**config.mk**
```make
export PLATFORM = sky130hd
export DESIGN_NAME = multichannel_scaler_sequencer
export DESIGN_NICKNAME = d
export VERILOG_FILES = /design/src/mcs_pkg.sv /design/src/adv_if.sv /design/src/advance_conditioner.sv /design/src/multichannel_scaler_sequencer.sv
export SDC_FILE = /design/constraint.sdc
export NUM_CORES = 2
export LEC_CHECK = 0
export ABC_AREA = 1
export BUFFER_PORTS_ARGS = -buffer_cell sky130_fd_sc_hd__buf_2
export CAP_MARGIN = 40
export CORE_MARGIN = 2
export CORE_UTILIZATION = 40
export DETAILED_ROUTE_END_ITERATION = 7
export PLACE_DENSITY = 0.54
export REMOVE_ABC_BUFFERS = 1
export SLEW_MARGIN = 40
export SYNTH_ARGS = -nofsm -noshare
export SYNTH_HDL_FRONTEND = slang
export SYNTH_SLANG_ARGS = --single-unit
```
**constraint.sdc**
```tcl
create_clock -name CLK_SYS -period 38.8 [get_ports CLK_SYS]
set_input_delay 1.94 -clock CLK_SYS [delete_from_list [all_inputs] [get_ports CLK_SYS]]
set_output_delay 1.94 -clock CLK_SYS [all_outputs]
set_load 0.05 [all_outputs]
```
**src/mcs_pkg.sv**
```systemverilog
package mcs_pkg;

    ////////////////////////////////////////////////////////////////////////////
    // register byte offsets
    localparam logic [5:0] OFS_CTRL      = 6'h00;
    localparam logic [5:0] OFS_STATUS    = 6'h04;
    localparam logic [5:0] OFS_RANGE     = 6'h08;
    localparam logic [5:0] OFS_DWELL_LO  = 6'h0C;
    localparam logic [5:0] OFS_DWELL_HI  = 6'h10;
    localparam logic [5:0] OFS_PRESET_LO = 6'h14;
    localparam logic [5:0] OFS_PRESET_HI = 6'h18;
    localparam logic [5:0] OFS_SWEEP_LO  = 6'h1C;
    localparam logic [5:0] OFS_SWEEP_HI  = 6'h20;
    localparam logic [5:0] OFS_SEQ_LAST  = 6'h24;
    localparam logic [5:0] OFS_SEQ_IDX   = 6'h28;
    localparam logic [5:0] OFS_BIN_IDX   = 6'h2C;

    ////////////////////////////////////////////////////////////////////////////
    // control fields
    localparam int CTRL_RUN      = 0;
    localparam int CTRL_EXT_ADV  = 1;
    localparam int CTRL_TWO_STOP = 2;
    localparam int CTRL_SEQ_EN   = 3;
    localparam int CTRL_PRE_EN   = 4;
    localparam int CTRL_POL_LSB  = 8;
    localparam int POL_START     = 0;
    localparam int POL_STOP1     = 1;
    localparam int POL_STOP2     = 2;
    localparam int POL_ADV       = 3;

    // status fields
    localparam int STAT_ACTIVE  = 0;
    localparam int STAT_SWEEP   = 1;
    localparam int STAT_DONE    = 2;
    localparam int STAT_OVERRUN = 3;

    ////////////////////////////////////////////////////////////////////////////
    // reset values and range limit
    localparam logic [11:0] CTRL_RESET   = 12'hF00;
    localparam logic [24:0] RANGE_RESET  = 25'h0000400;
    localparam logic [47:0] DWELL_RESET  = 48'h000000000064;
    localparam logic [47:0] PRESET_RESET = 48'h000000000001;
    localparam logic [15:0] SEQ_RESET    = 16'h0001;
    localparam logic [24:0] RANGE_MAX    = 25'h1000000;

    ////////////////////////////////////////////////////////////////////////////
    // timing
    localparam int CLK_PERIOD_PS  = 5000;
    localparam int DWELL_UNIT_NS  = 10;
    localparam int DWELL_MIN1_NS  = 30;
    localparam int DWELL_MIN2_NS  = 60;
    localparam int ADV_HOLDOFF_NS = 100;
    localparam int DWELL_UNIT_CYC = (DWELL_UNIT_NS * 1000) / CLK_PERIOD_PS;
    localparam logic [47:0] DWELL_MIN1 = 48'(DWELL_MIN1_NS / DWELL_UNIT_NS);
    localparam logic [47:0] DWELL_MIN2 = 48'(DWELL_MIN2_NS / DWELL_UNIT_NS);
    localparam int ADV_HOLDOFF_CYC =
        (ADV_HOLDOFF_NS * 1000 + CLK_PERIOD_PS - 1) / CLK_PERIOD_PS;

    ////////////////////////////////////////////////////////////////////////////
    // sequencer states
    typedef enum logic [3:0] {
        ST_IDLE  = 4'b0001,
        ST_ARMED = 4'b0010,
        ST_SWEEP = 4'b0100,
        ST_DONE  = 4'b1000
    } seq_state_t;

endpackage

```
**src/adv_if.sv**
```systemverilog
`timescale 1ns/100ps
`default_nettype none
interface adv_if;
    logic rising_sel;
    logic adv_pulse;
    modport cond (input rising_sel, output adv_pulse);
    modport core (output rising_sel, input adv_pulse);
endinterface
`default_nettype wire

```
**src/advance_conditioner.sv**
```systemverilog
`timescale 1ns/100ps
`default_nettype none
module advance_conditioner (
    // system
    input wire logic clk,
    input wire logic rst,
    // pin
    input wire logic pin,
    // core side
    adv_if.cond      adv
);

    localparam int HW = $clog2(mcs_pkg::ADV_HOLDOFF_CYC + 1);

    logic          phase_r;
    logic [2:0]    sync_r;
    logic          level_r;
    logic [HW-1:0] hold_r;

    ////////////////////////////////////////////////////////////////////////////
    // 100 mhz sampling phase
    always_ff @(posedge clk or posedge rst) begin
        if (rst) begin
            phase_r <= 1'b0;
        end else begin
            phase_r <= ~phase_r;
        end
    end

    // three stage synchroniser at 100 mhz
    always_ff @(posedge clk or posedge rst) begin
        if (rst) begin
            sync_r <= 3'h0;
        end else if (phase_r) begin
            sync_r <= {sync_r[1:0], pin};
        end
    end

    // accepted level once stages two and three agree
    always_ff @(posedge clk or posedge rst) begin
        if (rst) begin
            level_r <= 1'b0;
        end else if (sync_r[1] == sync_r[2]) begin
            level_r <= sync_r[2];
        end
    end

    ////////////////////////////////////////////////////////////////////////////
    // edge select and holdoff
    always_ff @(posedge clk or posedge rst) begin
        if (rst) begin
            adv.adv_pulse <= 1'b0;
            hold_r        <= '0;
        end else begin
            adv.adv_pulse <= 1'b0;
            if (hold_r != '0) begin
                hold_r <= hold_r - 1'b1;
            end else if (sync_r[1] == sync_r[2] && sync_r[2] != level_r
                         && sync_r[2] == adv.rising_sel) begin
                adv.adv_pulse <= 1'b1;
                hold_r        <= HW'(mcs_pkg::ADV_HOLDOFF_CYC - 1);
            end
        end
    end

endmodule
`default_nettype wire

```
**src/multichannel_scaler_sequencer.sv**
```systemverilog
// Overview of operation
// - each stop event is counted into the bin given by its delay after the last start.
// - a bin lasts one dwell time, so a sweep lasts range times dwell.
// - stop inputs arrive as four sub-samples per clock so 400MHz stop rates are counted.
// - sweep length is set in single bins from one up to 16M bins.
// - at each bin end the bin counts are issued as an add into the DDR2 histogram, or dropped as overrun while the last add still waits.
// - the internal 48-bit dwell timer in 10ns units advances bins, minimum 30ns or 60ns.
// - with external advance selected each accepted advance edge steps the bin.
// - the external advance pin is synchronised on a 100MHz sampling phase.
// - advance edges closer than 100ns to the last accepted one are ignored.
// - a presettable 48-bit sweep counter counts every valid start.
// - sequencing builds spectra of a preset number of sweeps, 1 to 65536 spectra.
// - when the preset sweeps are reached the spectrum index steps and new sweeps begin.
// - software picks rising or falling as the active edge of each input.
// - switching spectra adds no gap beyond the normal rearm.
`timescale 1ns/100ps
`default_nettype none
module multichannel_scaler_sequencer #(
    parameter int BIN_CNT_W = 16
) (
    // system
    input  wire logic        CLK_SYS,
    input  wire logic        SYS_RST,
    // avalon-mm slave
    input  wire logic [5:0]  AVS_ADDRESS,
    input  wire logic        AVS_READ,
    input  wire logic        AVS_WRITE,
    input  wire logic [31:0] AVS_WRITEDATA,
    input  wire logic [3:0]  AVS_BYTEENABLE,
    output logic      [31:0] AVS_READDATA,
    output logic             AVS_WAITREQUEST,
    // front panel
    input  wire logic        START_IN,
    input  wire logic [3:0]  STOP1_SMP,
    input  wire logic [3:0]  STOP2_SMP,
    input  wire logic        EXTERNAL_BIN_ADVANCE,
    // histogram memory add port
    output logic             MEM_ADD,
    output logic      [40:0] MEM_ADDRESS,
    output logic      [31:0] MEM_INCR,
    input  wire logic        MEM_WAIT,
    // status
    output logic             ACQ_ACTIVE
);

    mcs_pkg::seq_state_t state_r;
    logic [11:0]  ctrl_r;
    logic [24:0]  range_r;
    logic [47:0]  dwell_r;
    logic [47:0]  preset_r;
    logic [47:0]  sweep_cnt_r;
    logic [15:0]  seq_last_r;
    logic [15:0]  seq_idx_r;
    logic [47:0]  spec_sweeps_r;
    logic [24:0]  bin_r;
    logic [48:0]  dwell_cnt_r;
    logic         done_r;
    logic         overrun_r;
    logic [2:0]   start_sync_r;
    logic         start_lvl_r;
    logic         start_edge;
    logic         bus_write;
    logic [47:0]  dwell_eff;
    logic [48:0]  dwell_cyc;
    logic         bin_adv;
    logic         last_bin;
    logic         sweep_end;
    logic         run_cmd;
    logic         halt_cmd;
    logic         in_sweep;
    logic [3:0]   stop_smp [2];
    logic [2:0]   stop_edges [2];
    logic [BIN_CNT_W-1:0] acc_r [2];
    logic [BIN_CNT_W-1:0] acc_sum [2];

    adv_if adv ();

    advance_conditioner u_adv (
        .clk (CLK_SYS),
        .rst (SYS_RST),
        .pin (EXTERNAL_BIN_ADVANCE),
        .adv (adv.cond)
    );

    assign adv.rising_sel = ctrl_r[mcs_pkg::CTRL_POL_LSB + mcs_pkg::POL_ADV];

    function automatic logic [31:0] merge(input logic [31:0] old, input logic [31:0] nw,
                                          input logic [3:0] be);
        logic [31:0] res;
        res = old;
        for (int i = 0; i < 4; i++) begin
            if (be[i]) begin
                res[i*8 +: 8] = nw[i*8 +: 8];
            end
        end
        return res;
    endfunction

    ////////////////////////////////////////////////////////////////////////////
    // avalon handshake: waitrequest drops one cycle after request
    assign bus_write = AVS_WRITE && !AVS_WAITREQUEST;

    always_ff @(posedge CLK_SYS or posedge SYS_RST) begin
        if (SYS_RST) begin
            AVS_WAITREQUEST <= 1'b1;
        end else begin
            AVS_WAITREQUEST <= !((AVS_READ || AVS_WRITE) && AVS_WAITREQUEST);
        end
    end

    always_ff @(posedge CLK_SYS or posedge SYS_RST) begin
        if (SYS_RST) begin
            AVS_READDATA <= 32'h0;
        end else if (AVS_READ && AVS_WAITREQUEST) begin
            unique case (AVS_ADDRESS)
                mcs_pkg::OFS_CTRL:      AVS_READDATA <= {20'h0, ctrl_r[11:1], ACQ_ACTIVE};
                mcs_pkg::OFS_STATUS:    AVS_READDATA <= {28'h0, overrun_r, done_r,
                                                         in_sweep, ACQ_ACTIVE};
                mcs_pkg::OFS_RANGE:     AVS_READDATA <= {7'h0, range_r};
                mcs_pkg::OFS_DWELL_LO:  AVS_READDATA <= dwell_r[31:0];
                mcs_pkg::OFS_DWELL_HI:  AVS_READDATA <= {16'h0, dwell_r[47:32]};
                mcs_pkg::OFS_PRESET_LO: AVS_READDATA <= preset_r[31:0];
                mcs_pkg::OFS_PRESET_HI: AVS_READDATA <= {16'h0, preset_r[47:32]};
                mcs_pkg::OFS_SWEEP_LO:  AVS_READDATA <= sweep_cnt_r[31:0];
                mcs_pkg::OFS_SWEEP_HI:  AVS_READDATA <= {16'h0, sweep_cnt_r[47:32]};
                mcs_pkg::OFS_SEQ_LAST:  AVS_READDATA <= {16'h0, seq_last_r};
                mcs_pkg::OFS_SEQ_IDX:   AVS_READDATA <= {16'h0, seq_idx_r};
                mcs_pkg::OFS_BIN_IDX:   AVS_READDATA <= {7'h0, bin_r};
                default:                AVS_READDATA <= 32'h0;
            endcase
        end
    end

    ////////////////////////////////////////////////////////////////////////////
    // configuration registers
    always_ff @(posedge CLK_SYS or posedge SYS_RST) begin
        if (SYS_RST) begin
            ctrl_r     <= mcs_pkg::CTRL_RESET;
            range_r    <= mcs_pkg::RANGE_RESET;
            dwell_r    <= mcs_pkg::DWELL_RESET;
            preset_r   <= mcs_pkg::PRESET_RESET;
            seq_last_r <= mcs_pkg::SEQ_RESET;
        end else if (bus_write) begin
            unique case (AVS_ADDRESS)
                mcs_pkg::OFS_CTRL: begin
                    ctrl_r <= 12'(merge({20'h0, ctrl_r}, AVS_WRITEDATA, AVS_BYTEENABLE));
                end
                mcs_pkg::OFS_RANGE: begin
                    range_r <= 25'(merge({7'h0, range_r}, AVS_WRITEDATA, AVS_BYTEENABLE));
                end
                mcs_pkg::OFS_DWELL_LO: begin
                    dwell_r[31:0] <= merge(dwell_r[31:0], AVS_WRITEDATA, AVS_BYTEENABLE);
                end
                mcs_pkg::OFS_DWELL_HI: begin
                    dwell_r[47:32] <= 16'(merge({16'h0, dwell_r[47:32]}, AVS_WRITEDATA,
                                                AVS_BYTEENABLE));
                end
                mcs_pkg::OFS_PRESET_LO: begin
                    preset_r[31:0] <= merge(preset_r[31:0], AVS_WRITEDATA, AVS_BYTEENABLE);
                end
                mcs_pkg::OFS_PRESET_HI: begin
                    preset_r[47:32] <= 16'(merge({16'h0, preset_r[47:32]}, AVS_WRITEDATA,
                                                 AVS_BYTEENABLE));
                end
                mcs_pkg::OFS_SEQ_LAST: begin
                    seq_last_r <= 16'(merge({16'h0, seq_last_r}, AVS_WRITEDATA,
                                            AVS_BYTEENABLE));
                end
                default: begin
                end
            endcase
        end
    end

    assign run_cmd  = bus_write && AVS_ADDRESS == mcs_pkg::OFS_CTRL && AVS_BYTEENABLE[0]
                      && AVS_WRITEDATA[mcs_pkg::CTRL_RUN];
    assign halt_cmd = bus_write && AVS_ADDRESS == mcs_pkg::OFS_CTRL && AVS_BYTEENABLE[0]
                      && !AVS_WRITEDATA[mcs_pkg::CTRL_RUN];

    ////////////////////////////////////////////////////////////////////////////
    // start input synchroniser and edge select
    always_ff @(posedge CLK_SYS or posedge SYS_RST) begin
        if (SYS_RST) begin
            start_sync_r <= 3'h0;
            start_lvl_r  <= 1'b0;
        end else begin
            start_sync_r <= {start_sync_r[1:0], START_IN};
            if (start_sync_r[1] == start_sync_r[2]) begin
                start_lvl_r <= start_sync_r[2];
            end
        end
    end

    assign start_edge = start_sync_r[1] == start_sync_r[2] && start_sync_r[2] != start_lvl_r
                        && start_sync_r[2] == ctrl_r[mcs_pkg::CTRL_POL_LSB
                                                     + mcs_pkg::POL_START];

    ////////////////////////////////////////////////////////////////////////////
    // stop edge counting, up to two edges per clock per channel
    assign stop_smp[0] = STOP1_SMP;
    assign stop_smp[1] = ctrl_r[mcs_pkg::CTRL_TWO_STOP] ? STOP2_SMP : 4'h0;

    generate
        for (genvar c = 0; c < 2; c++) begin : g_stop
            logic [3:0] pol_smp;
            logic       prev_r;

            assign pol_smp = ctrl_r[mcs_pkg::CTRL_POL_LSB + mcs_pkg::POL_STOP1 + c]
                             ? stop_smp[c] : ~stop_smp[c];

            always_ff @(posedge CLK_SYS or posedge SYS_RST) begin
                if (SYS_RST) begin
                    prev_r <= 1'b0;
                end else begin
                    prev_r <= pol_smp[3];
                end
            end

            always_comb begin
                stop_edges[c] = 3'h0;
                for (int i = 0; i < 4; i++) begin
                    if (pol_smp[i] && !(i == 0 ? prev_r : pol_smp[(i + 3) % 4])) begin
                        stop_edges[c] = stop_edges[c] + 3'h1;
                    end
                end
            end

            assign acc_sum[c] = (acc_r[c] > {BIN_CNT_W{1'b1}} - BIN_CNT_W'(stop_edges[c]))
                                ? {BIN_CNT_W{1'b1}} : acc_r[c] + BIN_CNT_W'(stop_edges[c]);

            always_ff @(posedge CLK_SYS or posedge SYS_RST) begin
                if (SYS_RST) begin
                    acc_r[c] <= '0;
                end else if (!in_sweep || bin_adv) begin
                    acc_r[c] <= '0;
                end else begin
                    acc_r[c] <= acc_sum[c];
                end
            end
        end
    endgenerate

    ////////////////////////////////////////////////////////////////////////////
    // bin pacing
    assign in_sweep  = state_r == mcs_pkg::ST_SWEEP;
    assign dwell_eff = ctrl_r[mcs_pkg::CTRL_TWO_STOP]
                       ? (dwell_r < mcs_pkg::DWELL_MIN2 ? mcs_pkg::DWELL_MIN2 : dwell_r)
                       : (dwell_r < mcs_pkg::DWELL_MIN1 ? mcs_pkg::DWELL_MIN1 : dwell_r);
    assign dwell_cyc = 49'(dwell_eff) * 49'(mcs_pkg::DWELL_UNIT_CYC);
    assign bin_adv   = in_sweep && (ctrl_r[mcs_pkg::CTRL_EXT_ADV] ? adv.adv_pulse
                                    : dwell_cnt_r == dwell_cyc - 49'h1);
    assign last_bin  = bin_r + 25'h1 >= range_r || bin_r + 25'h1 >= mcs_pkg::RANGE_MAX;
    assign sweep_end = bin_adv && last_bin;

    always_ff @(posedge CLK_SYS or posedge SYS_RST) begin
        if (SYS_RST) begin
            dwell_cnt_r <= 49'h0;
            bin_r       <= 25'h0;
        end else if (!in_sweep || bin_adv) begin
            dwell_cnt_r <= 49'h0;
            bin_r       <= (in_sweep && !last_bin) ? bin_r + 25'h1 : 25'h0;
        end else begin
            dwell_cnt_r <= dwell_cnt_r + 49'h1;
        end
    end

    ////////////////////////////////////////////////////////////////////////////
    // histogram add requests
    always_ff @(posedge CLK_SYS or posedge SYS_RST) begin
        if (SYS_RST) begin
            MEM_ADD     <= 1'b0;
            MEM_ADDRESS <= 41'h0;
            MEM_INCR    <= 32'h0;
        end else if (bin_adv && !(MEM_ADD && MEM_WAIT)) begin
            MEM_ADD     <= 1'b1;
            MEM_ADDRESS <= {seq_idx_r, bin_r};
            MEM_INCR    <= {16'(acc_sum[1]), 16'(acc_sum[0])};
        end else if (!MEM_WAIT) begin
            MEM_ADD <= 1'b0;
        end
    end

    ////////////////////////////////////////////////////////////////////////////
    // sweep and sequence control
    always_ff @(posedge CLK_SYS or posedge SYS_RST) begin
        if (SYS_RST) begin
            state_r       <= mcs_pkg::ST_IDLE;
            spec_sweeps_r <= 48'h0;
            seq_idx_r     <= 16'h0;
            done_r        <= 1'b0;
        end else if (halt_cmd) begin
            state_r <= mcs_pkg::ST_IDLE;
        end else begin
            unique case (state_r)
                mcs_pkg::ST_IDLE, mcs_pkg::ST_DONE: begin
                    if (run_cmd) begin
                        state_r       <= mcs_pkg::ST_ARMED;
                        spec_sweeps_r <= 48'h0;
                        seq_idx_r     <= 16'h0;
                        done_r        <= 1'b0;
                    end
                end
                mcs_pkg::ST_ARMED: begin
                    if (start_edge) begin
                        state_r <= mcs_pkg::ST_SWEEP;
                    end
                end
                mcs_pkg::ST_SWEEP: begin
                    if (sweep_end) begin
                        state_r <= mcs_pkg::ST_ARMED;
                        if (ctrl_r[mcs_pkg::CTRL_SEQ_EN]) begin
                            if (spec_sweeps_r + 48'h1 >= preset_r) begin
                                spec_sweeps_r <= 48'h0;
                                if (seq_idx_r >= seq_last_r) begin
                                    state_r <= mcs_pkg::ST_DONE;
                                    done_r  <= 1'b1;
                                end else begin
                                    seq_idx_r <= seq_idx_r + 16'h1;
                                end
                            end else begin
                                spec_sweeps_r <= spec_sweeps_r + 48'h1;
                            end
                        end else if (ctrl_r[mcs_pkg::CTRL_PRE_EN]
                                     && sweep_cnt_r >= preset_r) begin
                            state_r <= mcs_pkg::ST_DONE;
                            done_r  <= 1'b1;
                        end
                    end
                end
            endcase
        end
    end

    // sweep counter, software preset wins over count
    always_ff @(posedge CLK_SYS or posedge SYS_RST) begin
        if (SYS_RST) begin
            sweep_cnt_r <= 48'h0;
        end else if (bus_write && AVS_ADDRESS == mcs_pkg::OFS_SWEEP_LO) begin
            sweep_cnt_r[31:0] <= merge(sweep_cnt_r[31:0], AVS_WRITEDATA, AVS_BYTEENABLE);
        end else if (bus_write && AVS_ADDRESS == mcs_pkg::OFS_SWEEP_HI) begin
            sweep_cnt_r[47:32] <= 16'(merge({16'h0, sweep_cnt_r[47:32]}, AVS_WRITEDATA,
                                            AVS_BYTEENABLE));
        end else if (state_r == mcs_pkg::ST_ARMED && start_edge && !halt_cmd) begin
            sweep_cnt_r <= sweep_cnt_r + 48'h1;
        end
    end

    // overrun flag and activity output
    always_ff @(posedge CLK_SYS or posedge SYS_RST) begin
        if (SYS_RST) begin
            overrun_r  <= 1'b0;
            ACQ_ACTIVE <= 1'b0;
        end else begin
            ACQ_ACTIVE <= (state_r == mcs_pkg::ST_ARMED || in_sweep) && !halt_cmd;
            if (bin_adv && MEM_ADD && MEM_WAIT) begin
                overrun_r <= 1'b1;
            end else if (run_cmd && !ACQ_ACTIVE) begin
                overrun_r <= 1'b0;
            end
        end
    end

endmodule
`default_nettype wire

```
[After elaboration in Yosys (flattened, before gate mapping)]
Index checks and enable logic that the tools add are counted.
Storage, ports and cells
  bits in read-only memories: 0
  word-level logic and storage cells: 278
  output and inout bits: 108
  bits in registers: 498
  input port bits: 57
  bits in latches: 0
  memories: 0
  bits in writable memories: 0
Operators by class
  $add $sub $neg: 17
  reduce and logical (&&, ||, !) cells: 91
  eq/ne operators: 41
  bitwise logic cells: 5
  muxes and demuxes: 65
  shift-type cells: 0
  multipliers: 0
  divide/modulo/power cells: 0
  magnitude comparators: 9
Operators with widths (number)
  two-way mux 48 bit: 8
  one-hot mux 32 bit (12 select lines): 1
  two-way mux 16 bit: 10
  adder 48 x 1 -> 48 bit, second input constant: 2
  >= comparator 48 bit: 2
  one-hot mux 48 bit (2 select lines): 1
  AND reduction 3 bit: 27
  two-way mux 32 bit: 2
  adder 49 x 1 -> 49 bit, second input constant: 1
  equality test 49 bit: 1
  two-way mux 49 bit: 1
  subtractor 49 x 1 -> 49 bit, second input constant: 1
  less-than comparator 48 x 2 -> 1 bit, second input constant: 1
  less-than comparator 48 x 3 -> 1 bit, second input constant: 1
  two-way mux 4 bit: 11
  logical AND 1 bit: 33
  adder 16 x 3 -> 16 bit: 2
  greater-than comparator 16 bit: 2
  two-way mux 8 bit: 4
  one-hot mux 16 bit (2 select lines): 1
  adder 25 x 1 -> 25 bit, second input constant: 1
  >= comparator 25 bit: 1
  >= comparator 25 bit, second input constant: 1
  two-way mux 25 bit: 1
  other kinds (34): 112

[Longest topological paths before layout]
  word-level depth: 15
  gate-level depth with buffers: 33
  depth with buffers taken out: 32

[Modules after synthesis]
A second synthesis with hierarchy kept.
Second synthesis, totals
  cell total of the unflattened synthesis: 4017
  area, all modules: 30437.9 µm²
By module, submodules not included
  multichannel_scaler_sequencer: seq. area each 12176.7 µm², area an instance 29935.0 µm², cells each 3961, times used 1
  advance_conditioner: seq. area each 275.3 µm², area an instance 503.0 µm², cells each 56, times used 1

[Least setup slack after synthesis]
Ideal clock, no wire load.
  path type: register to register
  start: reg spec_sweeps_r[0]
  end: reg seq_idx_r[10]
  arrival time: 4.782 ns
  required time: 38.734 ns
  path buffers: 1
  clock period less this slack: 4.848 ns
  setup time: 0.066 ns
  setup slack: 33.952 ns
  stages on the path, launching flop included: 28
  cells stage by stage: dfrtp_1 > ha_1 > nand3_1 > nor2_1 > nand2_1 > nor3_2 > nand2_1 > nor3_1 > nand2_1 > or4_1 > nor2_2 > nand4_1 > nor3_1 > nand2_1 > xnor2_1 > ha_1 > nand3_1 > nor3_1 > and3_1 > nand2_1 > o2111ai_1 > nor2_1 > inv_1 > nand4_1 > inv_1 > clkbuf_1 > nand3_1 > nand2_1
Between the ends
  cells in the longest elaborated chain, start to end: 4
RTL lines
  start: declaration: RTL line multichannel_scaler_sequencer.sv:54  | logic [47:0] spec_sweeps_r;
  start signal: assignment: RTL line multichannel_scaler_sequencer.sv:321  | spec_sweeps_r <= spec_sweeps_r + 48'h1;
  adder 48 x 1 -> 48 bit: RTL line multichannel_scaler_sequencer.sv:312  | if (spec_sweeps_r + 48'h1 >= preset_r) begin
  >= comparator 48 bit: RTL line multichannel_scaler_sequencer.sv:312
  != test 2 x 1 -> 1 bit (no source line)
  AND reduction 7 bit (no source line)
  end signal: assignment: RTL line multichannel_scaler_sequencer.sv:318  | seq_idx_r <= seq_idx_r + 16'h1;
  end: declaration: RTL line multichannel_scaler_sequencer.sv:53  | logic [15:0] seq_idx_r;
Every way passes these cells.
A chain may end at the register's enable or synchronous reset.

[Final worst setup path]
  start: reg spec_sweeps_r[0]
  end: reg seq_idx_r[3]
Same word-level chain as after synthesis.

==> results.md <==
- Num rows: 101
- Nature of the critical path startpoint: flip-flop
- Vias: 27,950
- Reg clk slew, reported paths: 0.06 ns
- DRC Markers: 0
- Worst-path maximum fanout: 16
- Number of global-route vias before repair: 26,290
- Post-synth EDFFs: 0
- Setup TNS: 0 ns
- HP Class: reg2reg
- VDD IR max: 0.04479 mV
- FF+latch area: 12,450 µm²
- Tmin final: 6.674 ns
- Final #Nets: 4,365
- Synthesis Warnings: 0
- CTS tree: yes
- Slew HR: 40.06%
- Routed WL: 106,600 µm
- Core ar.: 75,570 µm²
- Type of the worst setup path: reg2reg
- Overflow left after global routing: 0
- Clock skew: 0.02318 ns
- Yosys cell types: 63
- Area delta synth->final: 13.32%
- Post_cts resized: 0
- Initial antenna violation count: 1
- First-pass GRT wire length: 163,100 µm
- Max cap viols: 0
- Clk sinks: 497
- Hold buffer count at cts: 0
- Largest net degree at the start of global routing: 103
- Power Density: 47.11 nW/µm²
- Number of routed nets with antenna violations: 0
- Die Width: 279.8 µm
- DR WL/cell: 20.57 µm
- Initial Util: 40.25%
- Syn Std Cell Area: 30,420 µm²
- DR vias/cell: 5.395
- Synth Flop Type: dfrtp_1
- Multi-input logic area: 15,610 µm²
- RSZ-0062 raised after global routing: no
- Max Root-Sink Buffers: 3
- Ant diodes: 0
- Period Utilization, post-route: 17.20%
- Clk_lat worst skew: 0.65 ns
- Final Max Slew Viols: 0
- Detailed placer's ending HPWL: 82,450 µm
- Htree depth: 2
- Critical path data arrival time: 7.26 ns
- Synth Area per Inst: 7.586 µm²
- Syn Inst Count: 4,010
- P_leak: 16.39 nW
- Critical Path Max Stage Delay: 0.75 ns
- Number of top-level pins: 165
- CP max-delay cell: nor4b_1
- Post-CTS setup buffers: 0
- Worst EP required: 39.38 ns
- Die Height: 279.8 µm
- FF+latch count, synth: 497
- Status: completed
- Element type at the critical path end: flip-flop
- FFs w/ async S/R, synth: 100.0%
- GR Util All Layers: 27.19%
- Share of post-route cells with drive strength above 1: 8.996%
- Port bufs: 164
- Final Hold Viols: 0
- Worst-margin pin slew: 0.8910 ns
- Register area share after synthesis: 40.93%
- Max Freq: 149.8 MHz
- Die area: 78,270 µm²
- FILL cells: 7,690
- Initial drt markers: 2,562
- CTS Root Cell: clkbuf_16
- Final setup viols: 0
- Cell mode on critical path: nand2_1
- Cts bufs inserted: 58
- Final GP Congestion: 0.9539
- Finished Core Util: 45.62%
- Iteration count of the initial detailed-routing pass: 5
path summary, 6_finish.rpt:
check,end,slack [ns],from,depth (start not counted)
hold / removal,start_sync_r[1],0.35,start_sync_r[0],0
hold reg to reg,start_sync_r[1],0.35,start_sync_r[0],0
min in group asynchronous,MEM_INCR[28],1.30,SYS_RST,2
setup / recovery,seq_idx_r[3],32.13,spec_sweeps_r[0],25
setup reg to reg,seq_idx_r[3],32.13,spec_sweeps_r[0],25
max in group asynchronous,MEM_ADDRESS[23],35.86,SYS_RST,4
cell type report:
| class | instances | area share [%] |
|---|---|---|
| clock inverters | 26 | 0.9727 |
| multi-input cells | 2881 | 45.27 |
| flip-flops and latches | 497 | 36.12 |
| well taps | 978 | 3.550 |
| repair buffers | 193 | 3.361 |
| inverters | 521 | 5.709 |
| clock buffers | 84 | 5.016 |
kinds of logic (layout without fill, tap and decap cells):
| family | count (synthesis) | count (layout) | synth area share, % |
|---|---|---|---|
| AO/OA/AOI/OAI | 733 | 733 | 13.95 |
| XOR/XNOR | 200 | 200 | 5.758 |
| adder cells (fa/ha/maj) | 156 | 156 | 6.466 |
| buffers and inverters | 632 | 824 | 8.013 |
| flip-flops | 497 | 497 | 40.93 |
| multiplexers | 2 | 2 | 0.06992 |
| AND/OR/NAND/NOR | 1790 | 1790 | 24.81 |
per-layer routing:
| layer | global-route usage, % | vias up | wire [µm] |
|---|---|---|---|
| met3 | 3.420 | 152 | 6200 |
| met1 | 38.78 | 13420 | 49130 |
| li1 | - | 13540 | - |
| met5 | 0 | - | 0 |
| met2 | 42.82 | 826 | 47680 |
| met4 | 8.693 | 0 | 3568 |
cell usage in the layout (no fill, tap or decap), types with 22 or more instances in the layout:
master     count
nor4_1        49
nor3_1        96
nor2_1       396
nand3_1      142
inv_1        496
buf_2        164
a21oi_1      147
xor2_1       160
nand4_1       69
o21ai_0      317
nand2_1      975
dfrtp_1      485
xnor2_1       40
o22ai_1       68
ha_1         154
a221oi_1      22
o21ai_1       48
clkbuf_16     58
cell usage after synthesis (40+ instances only):
library cell,count,area [µm²]
nand2_1,977,3667
inv_1,499,1873
dfrtp_1,485,12140
nor2_1,400,1501
o21ai_0,317,1587
xor2_1,160,1401
ha_1,154,1927
a21oi_1,148,740.7
nand3_1,142,710.7
nor3_1,96,480.5
clkbuf_1,78,292.8
nand4_1,69,431.7
o22ai_1,69,431.7
nor4_1,52,325.3
o21ai_1,48,240.2
xnor2_1,40,350.3
report_power, final:
group	switching (mW)	internal, mW
clock network	0.244	0.351
registers	0.0572	0.558
logic	0.280	0.134
total	0.582	1.04
worst max-delay path: cells and delay by family (launching register included):
family	cells	cell delay, ns
AO/OA/AOI/OAI	1	0.62
XOR/XNOR	1	0.17
adder cells (fa/ha/maj)	2	0.48
buffers and inverters	4	0.98
flip-flops	1	0.43
AND/OR/NAND/NOR	17	3.92
through the flow:
stage	setup WS, ns	instances	total power, mW	instance area [µm²]	hold WS, ns
floorplan	23.01	3899	0.8859	29940	0.3312
global placement	31.83	5063	1.025	32210	0.3393
detailed placement	32.12	5070	1.030	32390	0.3379
CTS	32.10	5180	1.629	34460	0.3569
global route	31.48	5180	1.712	34470	0.3727
finish	32.13	5180	1.624	34470	0.3535
sequential cells by signal, summed over array words and instances, names as in the netlist, 5 cells and up:
| register | flops |
|---|---|
| AVS_READDATA | 32 |
| MEM_ADDRESS | 41 |
| MEM_INCR | 32 |
| acc_r | 32 |
| bin_r | 25 |
| ctrl_r | 11 |
| dwell_cnt_r | 49 |
| dwell_r | 48 |
| preset_r | 48 |
| range_r | 25 |
| seq_idx_r | 16 |
| seq_last_r | 16 |
| spec_sweeps_r | 48 |
| sweep_cnt_r | 48 |
| u_adv.hold_r | 5 |
Power figures use the tool's default switching activity.
